[src/imsmx_pkg.sv]
// Package of constants for the image sampler mux sequencer.
package imsmx_pkg;
  // APB register byte offsets.
  localparam logic [7:0] CONFIG_OFF = 8'h00;
  localparam logic [7:0] OFS_RED_OFF = 8'h04;
  localparam logic [7:0] OFS_GRN_OFF = 8'h08;
  localparam logic [7:0] OFS_BLU_OFF = 8'h0C;
  localparam logic [7:0] GAIN_RED_OFF = 8'h10;
  localparam logic [7:0] GAIN_GRN_OFF = 8'h14;
  localparam logic [7:0] GAIN_BLU_OFF = 8'h18;
  localparam logic [7:0] STATUS_OFF = 8'h1C;
  localparam logic [7:0] DATA_OFF = 8'h20;
  // Configuration field positions.
  localparam int SINGLE_SAMPLE_POS = 0;
  localparam int COUNT_POS = 3;
  localparam int SELECT_POS = 4;
  localparam int ORDER_POS = 6;
  localparam int CONFIG_WIDTH = 7;
  // Reset values.
  localparam logic [6:0] CONFIG_RST = 7'h00;
  localparam logic [7:0] OFFSET_RST = 8'h00;
  localparam logic [4:0] GAIN_RST = 5'h00;
  localparam int OFFSET_WIDTH = 8;
  localparam int GAIN_WIDTH = 5;
  localparam int SAMPLE_WIDTH = 12;
  localparam int FIFO_DEPTH = 16;
  // Channel codes.
  typedef enum logic [1:0] {CH_RED, CH_GREEN, CH_BLUE, CH_NONE} imsmx_chan_type;
  typedef enum logic [1:0] {
    MODE_TRI_DOUBLE, MODE_TRI_SINGLE, MODE_ONE_DOUBLE, MODE_ONE_SINGLE
  } imsmx_mode_type;
endpackage : imsmx_pkg

[src/imsmx_seq.sv]
// Sampling and multiplexer sequencer with APB registers and sample FIFO.
`timescale 1ns/1ps
module imsmx_seq #(
  parameter int SW = imsmx_pkg::SAMPLE_WIDTH
) (
  input wire logic pclk,
  input wire logic presetn,
  input wire logic psel,
  input wire logic penable,
  input wire logic pwrite,
  input wire logic [7:0] paddr,
  input wire logic [31:0] pwdata,
  output logic [31:0] prdata,
  output logic pready,
  output logic pslverr,
  input wire logic reference_sample_clock,
  input wire logic data_sample_clock,
  input wire logic converter_clock,
  input wire logic line_start,
  input wire logic clamp_enable,
  input wire logic [SW-1:0] conv_result,
  output logic [1:0] mux_select,
  output logic reference_hold,
  output logic data_hold,
  output logic convert_start,
  output logic clamp_bias_on,
  output logic [4:0] gain_code_red,
  output logic [4:0] gain_code_green,
  output logic [4:0] gain_code_blue,
  output logic [7:0] offset_code_red,
  output logic [7:0] offset_code_green,
  output logic [7:0] offset_code_blue,
  output logic fifo_overrun
);
  //////////////////////////////////////////////////////////////////////////////
  // Pin synchronisers: five pins, two flip-flops each.
  logic [4:0] sync1_reg;
  logic [4:0] sync2_reg;
  logic [4:0] prev_reg;
  wire [4:0] pins = {line_start, clamp_enable, converter_clock,
                     data_sample_clock, reference_sample_clock};
  always_ff @(posedge pclk or negedge presetn) begin
    if (!presetn) begin
      sync1_reg <= 5'h00;
      sync2_reg <= 5'h00;
      prev_reg <= 5'h00;
    end else begin
      sync1_reg <= pins;
      sync2_reg <= sync1_reg;
      prev_reg <= sync2_reg;
    end
  end
  wire ref_s = sync2_reg[0];
  wire ref_fall = prev_reg[0] && !sync2_reg[0];
  wire dat_fall = prev_reg[1] && !sync2_reg[1];
  wire cck_rise = !prev_reg[2] && sync2_reg[2];
  wire clamp_s = sync2_reg[3];
  wire start_s = sync2_reg[4];
  wire start_fall = prev_reg[4] && !sync2_reg[4];

  //////////////////////////////////////////////////////////////////////////////
  // Registers.
  logic [6:0] config_reg;
  logic [7:0] offset_reg [3];
  logic [4:0] gain_reg [3];
  wire setup_ok = psel && !penable;
  wire wr_en = psel && penable && pwrite && pready;
  wire rd_en = psel && penable && !pwrite && pready;
  wire single_sample = config_reg[imsmx_pkg::SINGLE_SAMPLE_POS];
  wire one_channel = config_reg[imsmx_pkg::COUNT_POS];
  wire [1:0] chan_sel = config_reg[imsmx_pkg::SELECT_POS +: 2];
  wire order_bgr = config_reg[imsmx_pkg::ORDER_POS];
  wire [1:0] mode = {one_channel, single_sample};
  wire addr_ofs = (paddr == imsmx_pkg::OFS_RED_OFF) || (paddr == imsmx_pkg::OFS_GRN_OFF)
                  || (paddr == imsmx_pkg::OFS_BLU_OFF);
  wire addr_gain = (paddr == imsmx_pkg::GAIN_RED_OFF) || (paddr == imsmx_pkg::GAIN_GRN_OFF)
                   || (paddr == imsmx_pkg::GAIN_BLU_OFF);
  wire addr_ok = addr_ofs || addr_gain || (paddr == imsmx_pkg::CONFIG_OFF)
                 || (paddr == imsmx_pkg::STATUS_OFF) || (paddr == imsmx_pkg::DATA_OFF);
  wire [1:0] ofs_idx = 2'((paddr - imsmx_pkg::OFS_RED_OFF) >> 2);
  wire [1:0] gain_idx = 2'((paddr - imsmx_pkg::GAIN_RED_OFF) >> 2);

  // Configuration and per-channel trims; written on the APB access edge.
  always_ff @(posedge pclk or negedge presetn) begin
    if (!presetn) begin
      config_reg <= imsmx_pkg::CONFIG_RST;
      for (int i = 0; i < 3; i++) begin
        offset_reg[i] <= imsmx_pkg::OFFSET_RST;
        gain_reg[i] <= imsmx_pkg::GAIN_RST;
      end
    end else if (wr_en) begin
      if (paddr == imsmx_pkg::CONFIG_OFF) config_reg <= pwdata[6:0];
      if (addr_ofs) offset_reg[ofs_idx] <= pwdata[7:0];
      if (addr_gain) gain_reg[gain_idx] <= pwdata[4:0];
    end
  end

  //////////////////////////////////////////////////////////////////////////////
  // Multiplexer sequencing.
  wire [1:0] first_ch = order_bgr ? imsmx_pkg::CH_BLUE : imsmx_pkg::CH_RED;
  wire [1:0] last_ch = order_bgr ? imsmx_pkg::CH_RED : imsmx_pkg::CH_BLUE;
  wire [1:0] step_ch = (mux_select == last_ch) ? first_ch :
                       (order_bgr ? mux_select - 2'h1 : mux_select + 2'h1);
  wire [1:0] fixed_ch = (chan_sel == 2'h3) ? imsmx_pkg::CH_RED : chan_sel;
  logic [1:0] mux_next;
  always_comb begin
    mux_next = mux_select;
    if (one_channel) mux_next = fixed_ch;
    else if (start_fall) mux_next = first_ch;
    else if (cck_rise) mux_next = step_ch;
  end

  // Sample strobes and conversion start.
  logic line_active_reg;
  always_ff @(posedge pclk or negedge presetn) begin
    if (!presetn) begin
      mux_select <= 2'h0;
      reference_hold <= 1'b0;
      data_hold <= 1'b0;
      convert_start <= 1'b0;
      clamp_bias_on <= 1'b0;
      line_active_reg <= 1'b0;
    end else begin
      mux_select <= mux_next;
      reference_hold <= ref_fall;
      data_hold <= dat_fall && !single_sample;
      if (start_s) line_active_reg <= 1'b1;
      convert_start <= cck_rise && (start_s || line_active_reg);
      clamp_bias_on <= clamp_s && !single_sample;
    end
  end

  //////////////////////////////////////////////////////////////////////////////
  // Trim outputs.
  always_ff @(posedge pclk or negedge presetn) begin
    if (!presetn) begin
      gain_code_red <= 5'h00;
      gain_code_green <= 5'h00;
      gain_code_blue <= 5'h00;
      offset_code_red <= 8'h00;
      offset_code_green <= 8'h00;
      offset_code_blue <= 8'h00;
    end else begin
      gain_code_red <= gain_reg[0];
      gain_code_green <= gain_reg[1];
      gain_code_blue <= gain_reg[2];
      offset_code_red <= offset_reg[0];
      offset_code_green <= offset_reg[1];
      offset_code_blue <= offset_reg[2];
    end
  end

  //////////////////////////////////////////////////////////////////////////////
  // Result FIFO: each conversion's result is pushed with the channel it came from.
  wire f_in_ready;
  wire [SW+1:0] f_out;
  wire f_out_valid;
  wire f_pop = rd_en && (paddr == imsmx_pkg::DATA_OFF);
  imsmx_fifo #(.WIDTH(SW + 2), .DEPTH(imsmx_pkg::FIFO_DEPTH)) u_fifo (
    .clk(pclk),
    .rst_n(presetn),
    .in_data({mux_select, conv_result}),
    .in_valid(convert_start),
    .in_ready(f_in_ready),
    .out_data(f_out),
    .out_valid(f_out_valid),
    .out_ready(f_pop)
  );

  // Overrun is sticky; a status write with bit 0 set clears it, a new loss wins.
  wire ovr_set = convert_start && !f_in_ready;
  wire ovr_clr = wr_en && (paddr == imsmx_pkg::STATUS_OFF) && pwdata[0];
  always_ff @(posedge pclk or negedge presetn) begin
    if (!presetn) fifo_overrun <= 1'b0;
    else if (ovr_set) fifo_overrun <= 1'b1;
    else if (ovr_clr) fifo_overrun <= 1'b0;
  end

  //////////////////////////////////////////////////////////////////////////////
  // APB read mux and answer; no wait states, so pready rises in the access cycle.
  logic [31:0] rd_mux;
  always_comb begin
    rd_mux = 32'h0000_0000;
    if (paddr == imsmx_pkg::CONFIG_OFF) rd_mux = {25'h0, config_reg};
    else if (addr_ofs) rd_mux = {24'h0, offset_reg[ofs_idx]};
    else if (addr_gain) rd_mux = {27'h0, gain_reg[gain_idx]};
    else if (paddr == imsmx_pkg::STATUS_OFF)
      rd_mux = {22'h0, mux_select, mode, line_active_reg, clamp_bias_on,
                ref_s, f_in_ready, f_out_valid, fifo_overrun};
    else if (paddr == imsmx_pkg::DATA_OFF)
      rd_mux = {15'h0, f_out_valid, 2'h0, f_out};
  end
  always_ff @(posedge pclk or negedge presetn) begin
    if (!presetn) begin
      pready <= 1'b0;
      prdata <= 32'h0000_0000;
      pslverr <= 1'b0;
    end else begin
      pready <= setup_ok;
      prdata <= setup_ok ? rd_mux : 32'h0000_0000;
      pslverr <= setup_ok && !addr_ok;
    end
  end
endmodule : imsmx_seq

[src/imsmx_fifo.sv]
// Synchronous FIFO holding converted samples with their channel tag.
`timescale 1ns/1ps
module imsmx_fifo #(
  parameter int WIDTH = 14,
  parameter int DEPTH = 16
) (
  input wire logic clk,
  input wire logic rst_n,
  input wire logic [WIDTH-1:0] in_data,
  input wire logic in_valid,
  output logic in_ready,
  output logic [WIDTH-1:0] out_data,
  output logic out_valid,
  input wire logic out_ready
);
  localparam int AW = $clog2(DEPTH);
  logic [WIDTH-1:0] mem_reg [DEPTH];
  logic [AW-1:0] wr_ptr_reg;
  logic [AW-1:0] rd_ptr_reg;
  logic [AW:0] count_reg;
  logic [WIDTH-1:0] out_data_reg;
  logic out_valid_reg;
  wire push;
  wire pop;
  wire load;

  // Accept while fewer than DEPTH words are held, the output register included.
  // Counting only the storage would let one word more in than the buffer is sized for.
  assign in_ready = ((count_reg + (AW+1)'(out_valid_reg)) != (AW+1)'(DEPTH));
  assign push = in_valid && in_ready;
  assign load = (count_reg != '0) && (!out_valid_reg || out_ready);
  assign pop = load;
  assign out_data = out_data_reg;
  assign out_valid = out_valid_reg;

  // Storage write.
  always_ff @(posedge clk) begin
    if (push) begin
      mem_reg[wr_ptr_reg] <= in_data;
    end
  end

  // Pointers, occupancy and the registered read port.
  always_ff @(posedge clk or negedge rst_n) begin
    if (!rst_n) begin
      wr_ptr_reg <= '0;
      rd_ptr_reg <= '0;
      count_reg <= '0;
      out_data_reg <= '0;
      out_valid_reg <= 1'b0;
    end else begin
      if (push) wr_ptr_reg <= wr_ptr_reg + AW'(1);
      if (pop) rd_ptr_reg <= rd_ptr_reg + AW'(1);
      count_reg <= count_reg + (AW+1)'(push) - (AW+1)'(pop);
      if (load) begin
        out_data_reg <= mem_reg[rd_ptr_reg];
        out_valid_reg <= 1'b1;
      end else if (out_ready) begin
        out_valid_reg <= 1'b0;
      end
    end
  end
endmodule : imsmx_fifo

[config.mk]
export PLATFORM = sky130hd
export DESIGN_NAME = imsmx_seq
export DESIGN_NICKNAME = d
export VERILOG_FILES = /design/src/imsmx_pkg.sv /design/src/imsmx_seq.sv /design/src/imsmx_fifo.sv
export SDC_FILE = /design/constraint.sdc
export NUM_CORES = 1
export LEC_CHECK = 0
export ABC_CLOCK_PERIOD_IN_PS = 3500
export BUFFER_PORTS_ARGS = -buffer_cell sky130_fd_sc_hd__buf_2
export CAP_MARGIN = 20
export CORE_ASPECT_RATIO = 0.7
export CORE_MARGIN = 4
export CORE_UTILIZATION = 45
export DETAILED_ROUTE_END_ITERATION = 7
export SYNTH_ARGS = -nofsm -noshare
export SYNTH_HDL_FRONTEND = slang
export SYNTH_SLANG_ARGS = --single-unit
[constraint.sdc]
create_clock -name pclk -period 3.5 [get_ports pclk]
set_input_delay 0.175 -clock pclk [delete_from_list [all_inputs] [get_ports pclk]]
set_output_delay 0.175 -clock pclk [all_outputs]
set_load 0.05 [all_outputs]
== Word level (Yosys, flattened, before mapping) ==
Memory sizes are Yosys's and may differ from the RTL's. A register that Yosys moved wholly into a read port is not among the register bits.
Cells that the tools add are included.

* $add $sub $neg: 9
* Order comparisons: 4
* Equal/unequal tests: 11
* Muxes and demuxes: 32
* Bitwise operators: 2
* Reduce and logical (&&, ||, !) cells: 51

{| class="wikitable"
|+ Operator list
! operator !! number
|-
| 2-to-1 mux 17 bit || 5
|-
| == test 8 x 5 -> 1 bit (second input constant) || 4
|-
| 2-to-1 mux 32 bit || 1
|-
| bitwise mux 24 bit || 1
|-
| 2-to-1 mux 8 bit || 3
|-
| logical AND 1 bit || 22
|-
| binary-select mux 8 bit (select 2 bit) || 1
|-
| demux 8 bit (select 2 bit) || 1
|-
| == test 8 x 4 -> 1 bit (second input constant) || 2
|-
| 2-to-1 mux 2 bit || 8
|-
| bitwise mux 15 bit || 1
|-
| 2-to-1 mux 5 bit || 3
|-
| zero test 1 bit || 11
|-
| adder 5 x 1 -> 5 bit || 2
|-
| binary-select mux 5 bit (select 2 bit) || 1
|-
| demux 5 bit (select 2 bit) || 1
|-
| logical OR 1 bit || 10
|-
| adder 4 x 1 -> 4 bit (second input constant) || 2
|-
| == test 8 x 3 -> 1 bit (second input constant) || 1
|-
| == test 8 x 6 -> 1 bit (second input constant) || 1
|-
| zero test 8 bit || 1
|-
| >= comparator 3 bit (second input constant) || 2
|-
| < comparator 3 x 1 -> 1 bit (second input constant) || 2
|-
| 2-to-1 mux 1 bit || 6
|-
| 13 further kinds || 17
|}

* Register bits: 156
* Bits in writable memories: 224
* Input bits: 62
* Word-level logic and storage cells: 140
* Memories kept: 1

{| class="wikitable"
|+ Memory list
! name !! depth !! bits a word !! read ports !! clocked after memory_dff !! write ports !! line !! RTL
|-
| u_fifo.mem_reg || 16 || 14 || 1 || 1 || 1 || imsmx_fifo.sv:17 || <nowiki>logic [WIDTH-1:0] mem_reg [DEPTH];</nowiki>
|}

== Depth between registers and ports, before layout ==
Gate-level depths: netlist of run 1.

* Depth after elaboration: 9
* Depth in mapped cells: 16

== By module ==
Synthesis of run 1 repeated with hierarchy kept, for this count alone.

* Cell total of the unflattened synthesis: 855
* Area total of the unflattened synthesis: 14,941.8 um2

{| class="wikitable"
|+ By module, submodules not included
! module !! instances !! cells an instance !! area each (um2)
|-
| imsmx_fifo || 1 || 508 || 10,080.9
|-
| imsmx_seq || 1 || 347 || 4,860.9
|}

== Least setup slack after synthesis of run 1 ==
OpenSTA, ideal clock, no wires.

* Kind: reg2reg
* From: reg u_fifo.out_valid_reg, in the netlist u_fifo.out_valid
* To: mem u_fifo.mem_reg[3][0] (enable)
* Setup time: 0.427 ns
* Arrival time: 2.727 ns
* Required time: 3.073 ns
* Setup slack: 0.346 ns
* Cell stages (with the launch flop): 8
* Clock period less this slack: 3.154 ns
* Path through: dfrtp_1 ha_1 ha_1 nand2_1 o2bb2ai_1 nand2_1 nand2_1 nor4b_1

* Longest elaborated chain between the ends: 5

{| class="wikitable"
|+ RTL lines
! item !! line !! RTL
|-
| start, declared || imsmx_fifo.sv:22 || <nowiki>logic out_valid_reg;</nowiki>
|-
| start signal, assigned || imsmx_fifo.sv:50 || <nowiki>out_valid_reg <= 1'b0;</nowiki>
|-
| start signal, assigned || imsmx_fifo.sv:57 || <nowiki>out_valid_reg <= 1'b1;</nowiki>
|-
| start signal, assigned || imsmx_fifo.sv:59 || <nowiki>out_valid_reg <= 1'b0;</nowiki>
|-
| adder 5 x 1 -> 5 bit || imsmx_fifo.sv:29 || <nowiki>assign in_ready = ((count_reg + (AW+1)'(out_valid_reg)) != (AW+1)'(DEPTH));</nowiki>
|-
| inequality test 5 bit || imsmx_fifo.sv:29 ||
|-
| logical AND 1 bit || imsmx_fifo.sv:30 || <nowiki>assign push = in_valid && in_ready;</nowiki>
|-
| 2-to-1 mux 1 bit || imsmx_fifo.sv:38 || <nowiki>if (push) begin</nowiki>
|-
| 2-to-1 mux 1 bit (not written as such) || imsmx_fifo.sv:39 || <nowiki>mem_reg[wr_ptr_reg] <= in_data;</nowiki>
|-
| end, declared || imsmx_fifo.sv:17 ||
|}

Every way passes these cells.

== Final worst setup path of run 1 ==
* From: reg u_fifo.out_valid_reg, in the netlist u_fifo.out_valid
* To: reg u_fifo.count_reg[4]

* Longest elaborated chain between the ends: 5

{| class="wikitable"
|+ RTL lines
! item !! line !! RTL
|-
| adder 5 x 1 -> 5 bit || imsmx_fifo.sv:29 ||
|-
| inequality test 5 bit || imsmx_fifo.sv:29 ||
|-
| logical AND 1 bit || imsmx_fifo.sv:30 ||
|-
| adder 5 x 1 -> 5 bit || imsmx_fifo.sv:54 || <nowiki>count_reg <= count_reg + (AW+1)'(push) - (AW+1)'(pop);</nowiki>
|-
| subtractor 5 x 1 -> 5 bit * || imsmx_fifo.sv:54 ||
|-
| end signal, assigned || imsmx_fifo.sv:54 ||
|-
| end, declared || imsmx_fifo.sv:20 || <nowiki>logic [AW:0] count_reg;</nowiki>
|}

Every way passes the cells marked *; elsewhere a longest branch is shown, timed or not.
A chain may end at the register's enable or synchronous reset.

==> summary.txt, run 1 <==
Run status
  – Run status: completed

CTS
  – Later-pin clock latency in the skew report: 0.53 ns
  – Postcts setup bufs: 0
  – Clock Sink Count: 376
  – Clock buffer count from CTS: 38
  – CTS tree: built
  – Clk buf depth: 3
  – Clock root buffer: clkbuf_16
  – CTS H-tree depth: 2
  – Clock transition at path regs: around 0.07 ns

Setup path
  – Worst setup EP type: flip-flop
  – R2R cell count: 12
  – Launching point of the worst reg2reg path: u_fifo.out_valid
  – Critical Path End: u_fifo.count_reg[4]
  – WP data required: 3.94 ns
  – Buffers & Inverters on Critical Path: 1
  – Crit path kind: reg -> reg
  – R2R Setup Slk: 0.45 ns
  – Arr. time, crit path: around 3.5 ns
  – Crit-path max cell delay: 0.43 ns
  – Startpoint types: flip-flop
  – Worst path cell trace: ha_1, ha_1, a211oi_1, nand2_1, nand2_1, inv_1, ha_1, fa_1, a21oi_1, nor2_1, nor2_1, xnor2_1
  – Family with the most delay on the worst path: adder cells
  – Worst setup startpoint: u_fifo.out_valid
  – Endpoint of the worst register-to-register path: u_fifo.count_reg[4]
  – Most used cell, CP: ha_1
  – Slowest-stage cell, CP: fa_1
  – Critical Path Stages: 12
  – Max FO, Critical Path: 12

GRT
  – Gr ovfl total: 0
  – Initial antenna violation count: 0
  – GR Util All Layers: between 15 and 20%
  – Largest net degree at the start of global routing: just under 90
  – First-pass GRT wire length: 50350 um
  – Number of global-route vias before repair: ~8100

Synthesis
  – Post-synth EDFFs: about 220
  – Post-synth cell types: 59
  – Most used DFF post-synth: edfxtp_1
  – Async SR Flop Fraction: roughly two fifths
  – Synth warn: 0
  – Syn avg cell area: between 15 and 20 um2
  – Ranking of synthesized cells by area: edfxtp_1, dfrtp_1, mux4_2
  – Synth top cells by count: edfxtp_1, dfrtp_1, mux4_2
  – Post-synth top area share: 45.61%
  – Netlist Area Pre-Place: roughly 15000 um2
  – #FFs+latches synth: 376
  – Cells after Synth: 831
  – Seq/Total Area, Yosys: a little under three quarters
  – Area leader, netlist: edfxtp_1
  – Count leader, synth: edfxtp_1

Timing
  – Worst rel slew slack: between 30 and 40%
  – Worst setup margin: between 0.4 and 0.5 ns
  – Period utilization: just under 90%
  – RSZ-0062 raised after global routing: false
  – Hold Violations, Final: 0
  – Fin. max-slew vios: 0
  – Fmax achieved: about 330 MHz
  – Fin crit period: just over 3 ns
  – Setup_tns: 0 ns
  – Post-route clock skew: ~0.016 ns
  – Worst-margin pin slew: ~0.97 ns
  – Final Setup Violations: 0

Detailed routing
  – Pre-antenna DRT Iters: 5
  – Starting DRT DRC Count: about 650
  – Post-DRT Antenna Nets: 0
  – Post-route DRC violation count: 0
  – Post-detailed-routing wire length: approximately 33000 um
  – Routed WL per cell: roughly 23 um
  – Vias/cell: between 5 and 6
  – Via Count: a little under 8000

Placement
  – Input/output buffers: 100
  – HPWL Detailed: about 22000 um
  – GPL Wtd Cong: between 0.8 and 0.9
  – Pre-CTS setup slack: 0.4579 ns
  – Post-DP Area: approximately 16000 um2

Power
  – Maximum vdd drop: 395.3 uV
  – Leakage: approximately 7 nW
  – Final Total Pwr: around 10 mW
  – PD cells: 581.7 nW/um2

Die
  – Die Wd: ~220 um
  – Initial Utilization: 45.60%
  – Rows: 55
  – I/O pins: 142
  – DIE AREA: between 30000 and 40000 um2
  – Die Span Y: between 150 and 200 um
  – Core Region: 32340 um2

Final layout
  – Layout cells sized above 1: a little under a third
  – Fin nets: roughly 1100
  – Max reg flops: roughly 220
  – Layout area overhead: 16.38%
  – Finished Cell Area: between 15000 and 20000 um2
  – ANT cells: 0

Job
  – Max-cap violations: 0

Worst hold path
  – Hold WC Path Type: in -> reg
[power breakdown]
group | leakage [nW] | total [mW] | internal [mW] | switching, mW
logic | 2.30 | 0.940 | 0.339 | 0.602
clock network | 0.583 | 3.91 | 2.27 | 1.64
registers | 4.06 | 5.13 | 4.97 | 0.161
[cells in the final DEF, fill, tap and decap left out, drive strengths merged, types with 11 or more instances in the layout]
cell type	synthesis	layout
o21ai	19	19
nor2	21	21
edfxtp	224	224
a21oi	22	22
nor2b	11	11
buf	37	131
dlygate4sd3	0	13
mux2	51	51
clkbuf	13	52
dfrtp	152	152
mux4	56	56
conb	1	17
a22oi	38	38
a21o	16	16
ha	21	21
nand2	28	28
inv	19	20
[worst min-delay path by stage]
stage / cells past startpoint / start / slack [ns] / to
6_report: 1 / conv_result[6] / 0.03 / u_fifo.mem_reg[8][6]
5_1_grt: 1 / conv_result[6] / 0.02 / u_fifo.mem_reg[0][6]
4_1_cts: 1 / conv_result[6] / 0.002 / u_fifo.mem_reg[8][6]
3_5_place_dp: 1 / data_sample_clock / 0.28 / sync1_reg[1]
3_3_place_gp: 1 / data_sample_clock / 0.28 / sync1_reg[1]
2_1_floorplan: 0 / presetn / -0.12 / clamp_bias_on
[what timing repair did]
item | in CTS | in global routing
hold endpoints to repair | 118 | 0
gates resized for setup | 0 | 0
hold buffers | 13 | 0
[layer usage]
metal	global-route usage, %	wire [um]
met1	30.19	16380
met2	26.15	14450
met3	3.483	1778
met4	4.063	452
met5	0	0
[layout make-up]
class / count / area, um2
fill: 2630 / 15180
timing repair buffer: 144 / 907.1
tap: 427 / 534.3
inverter: 19 / 71.32
clock inverter: 14 / 121.4
multi-input combinational: 402 / 3931
sequential: 376 / 10540
clock buffer: 52 / 1065
[stage by stage]
| step | cells | utilization (%) | hold WS, ns |
|---|---|---|---|
| floorplan | 847 | - | -0.1206 |
| global placement | 1355 | 49.00 | 0.2846 |
| detailed placement | 1355 | 49.00 | 0.2844 |
| CTS | 1434 | 53.07 | 0.001509 |
| global route | 1434 | 53.07 | 0.01935 |
| finish | 1434 | 53.07 | 0.03255 |
[kinds of logic after synthesis]
family	share of synthesized area, %
xor+xnor	0.7126
simple gates	4.590
fa+ha+maj	1.917
compound gates	5.709
flops	71.39
buf+inv	2.664
mux	12.99
other cells	0.02543
Power figures use the tool's default switching activity.
==> inputs of run 2 (changes only) <==
- CORE_ASPECT_RATIO: 0.7 -> 0.75
==> summary.txt, run 2 (synthesis results as in run 1) <==
Timing
  – Post-route clock skew: 0.02107 ns (+0.005008 ns)
  – Period utilization: 89.63% (+2.4 points)
  – Fmax achieved: 318.8 MHz (-2.7%)
  – Hold Violations, Final: 0 (unchanged)
  – Setup_tns: 0 ns (unchanged)
  – Fin crit period: 3.137 ns (+0.08486 ns)
  – RSZ-0062 raised after global routing: false
  – Worst rel slew slack: 36.41% (+0.76 points)
  – Final Setup Violations: 0 (unchanged)
  – Worst-margin pin slew: 0.9539 ns (-0.01133 ns)
  – Fin. max-slew vios: 0 (unchanged)

Setup path
  – Startpoint types: flip-flop
  – Most used cell, CP: ha_1
  – Endpoint of the worst register-to-register path: u_fifo.count_reg[4]
  – Buffers & Inverters on Critical Path: 1 (unchanged)
  – Crit path kind: reg -> reg
  – Crit-path max cell delay: 0.44 ns (about the same)
  – Worst setup EP type: flip-flop
  – Max FO, Critical Path: 12 (unchanged)
  – R2R cell count: 12 (unchanged)
  – Family with the most delay on the worst path: adder cells
  – R2R Setup Slk: 0.36 ns (-0.08 ns)
  – Launching point of the worst reg2reg path: u_fifo.out_valid
  – WP data required: 3.94 ns (about the same)
  – Slowest-stage cell, CP: fa_1
  – Worst path cell trace: ha_1, ha_1, a211oi_1, nand2_1, nand2_1, inv_1, ha_1, fa_1, a21oi_1, nor2_1, nor2_1, xnor2_1
  – Arr. time, crit path: 3.58 ns (+0.08 ns)

Die
  – Die Span Y: 164.8 um (+3.3%)
  – Initial Utilization: 45.55% (-0.049 points)
  – DIE AREA: 35770 um2 (about the same)
  – Core Region: 32380 um2 (+0.11%)
  – Die Wd: 217.1 um (-3.3%)
  – Rows: 57 (+3.6%)
  – I/O pins: 142 (unchanged)

Final layout
  – Layout cells sized above 1: 30.55% (-0.44 points)
  – Final non-filler cell total: 1447 (+0.91%)
  – ANT cells: 0 (unchanged)
  – Finished Cell Area: 17090 um2 (-0.47%)
  – Filler instances: 2735 (+4.0%)
  – Layout area overhead: 15.84%
  – Fin nets: 1061 (-0.38%)
  – Most frequent cells in the layout: edfxtp_1, dfrtp_1, buf_2, mux4_2, mux2_2
  – Max reg flops: 224 (unchanged)
  – Commonest non-fill, non-tap cell in the layout: edfxtp_1

Power
  – Pint: 7.400 mW (-2.4%)
  – Clk network pwr share: 37.8% (-1.4 points)
  – Maximum vdd drop: 478.0 uV (+21%)
  – P_sw: 2.347 mW (-2.3%)
  – PD cells: 570.5 nW/um2 (-1.9%)
  – Leakage: 6.892 nW (-0.67%)
  – Register share of total power: 52.7% (+1.3 points)
  – Final Total Pwr: 9.747 mW (-2.4%)
  – Sw frac: 24.08% (+0.024 points)
  – Logic pwr share: 9.6% (+0.2 points)

CTS
  – Post-cts sizing count: 0 (unchanged)
  – CTS H-tree depth: 2 (unchanged)
  – Clock transition at path regs: 0.06 ns (about the same)
  – Clk buf depth: 3 (unchanged)
  – Clock Sink Count: 376 (unchanged)
  – Later-pin clock latency in the skew report: 0.52 ns (about the same)
  – Clock root buffer: clkbuf_16
  – CTS tree: built
  – Clock buffer count from CTS: 37 (-2.6%)

Detailed routing
  – Starting DRT DRC Count: 615 (-6.0%)
  – Via Count: 7719 (-2.9%)
  – Post-DRT Antenna Nets: 0 (unchanged)
  – Routed WL per cell: 21.68 um (-6.0%)
  – Vias/cell: 5.334 (-3.8%)
  – Pre-antenna DRT Iters: 5 (unchanged)
  – Post-route DRC violation count: 0 (unchanged)
  – Post-detailed-routing wire length: 31370 um (-5.1%)

Placement
  – Post-DP Area: 15870 um2 (+0.12%)
  – GPL Wtd Cong: 0.8096 (-2.1%)
  – Placed cells: 1370 (+1.1%)
  – HPWL Detailed: 20810 um (-3.6%)
  – Input/output buffers: 100 (unchanged)

GRT
  – Largest net degree at the start of global routing: 81 (-6.9%)
  – Gr ovfl total: 0 (unchanged)
  – Number of global-route vias before repair: 7801 (-3.4%)
  – First-pass GRT wire length: 48060 um (-4.6%)
  – Initial antenna violation count: 2 (+2)
  – GR Util All Layers: 17.74% (-0.84 points)

Run status
  – Run status: completed

Job
  – Max-cap violations: 0 (unchanged)

Worst hold path
  – WHS Endpoint: gain_reg[7]
  – Worst hold stages: 2 (+1)
  – Hold WC Path Type: in -> reg
  – Hold path startpoint: pwdata[2]
## run 2: metrics by stage
stage / utilization (%) / setup WS, ns / hold WS (ns)
after floorplan: - / 0.3463 / -0.1206
after global placement: 49.01 / 0.3902 / 0.2719
after detailed placement: 49.01 / 0.3504 / 0.2774
after CTS: 52.77 / 0.3253 / 0.001120
after global routing: 52.77 / 0.09557 / 0.01959
final: 52.77 / 0.3628 / 0.02798
## run 2: how the worst max path moves through the flow
stage	end	start	depth (start not counted)
global placement	u_fifo.count_reg[4]	u_fifo.out_valid	12
detailed placement	u_fifo.count_reg[4]	u_fifo.out_valid	12
finish	u_fifo.count_reg[4]	u_fifo.out_valid	12
CTS	u_fifo.mem_reg[8][8]	u_fifo.out_valid	9
floorplan	u_fifo.mem_reg[3][0]	u_fifo.out_valid	7
global route	u_fifo.count_reg[4]	u_fifo.out_valid	12
## run 2: layer usage
metal / part of all wire (%) / routed length (um) / track usage, % / vias up
met5: 0.064 / 20 / 0 / -
met4: 1.3 / 418 / 3.236 / 2
met3: 4.8 / 1505 / 3.476 / 40
met2: 43 / 13590 / 25.16 / 163
met1: 50 / 15840 / 28.79 / 4037
li1: - / - / - / 3477
## run 2: final cells by class
cell class,count,area (um2),share of cell area (%)
clock buffer,54,1052,6.159
sequential,376,10540,61.66
tap,442,553.0,3.237
multi-input combinational,402,3931,23.01
inverter,19,71.32,0.4174
timing repair buffer,141,877.1,5.134
clock inverter,13,65.06,0.3808
## run 2: power groups by stage
stage,logic [mW],clock network (mW),registers [mW]
final,0.933,3.68,5.13
after global routing,1.04,3.98,5.16
after CTS,0.948,3.78,5.13
after detailed placement,0.934,0,5.22
after global placement,0.921,0,5.21
after floorplan,0.568,0,5.23
## run 2: what timing repair did
item / 4_1_cts / 5_1_grt
hold buffers: 10 / 0
buffers inserted: 0 / 0
endpoints found under the hold margin: 96 / 0
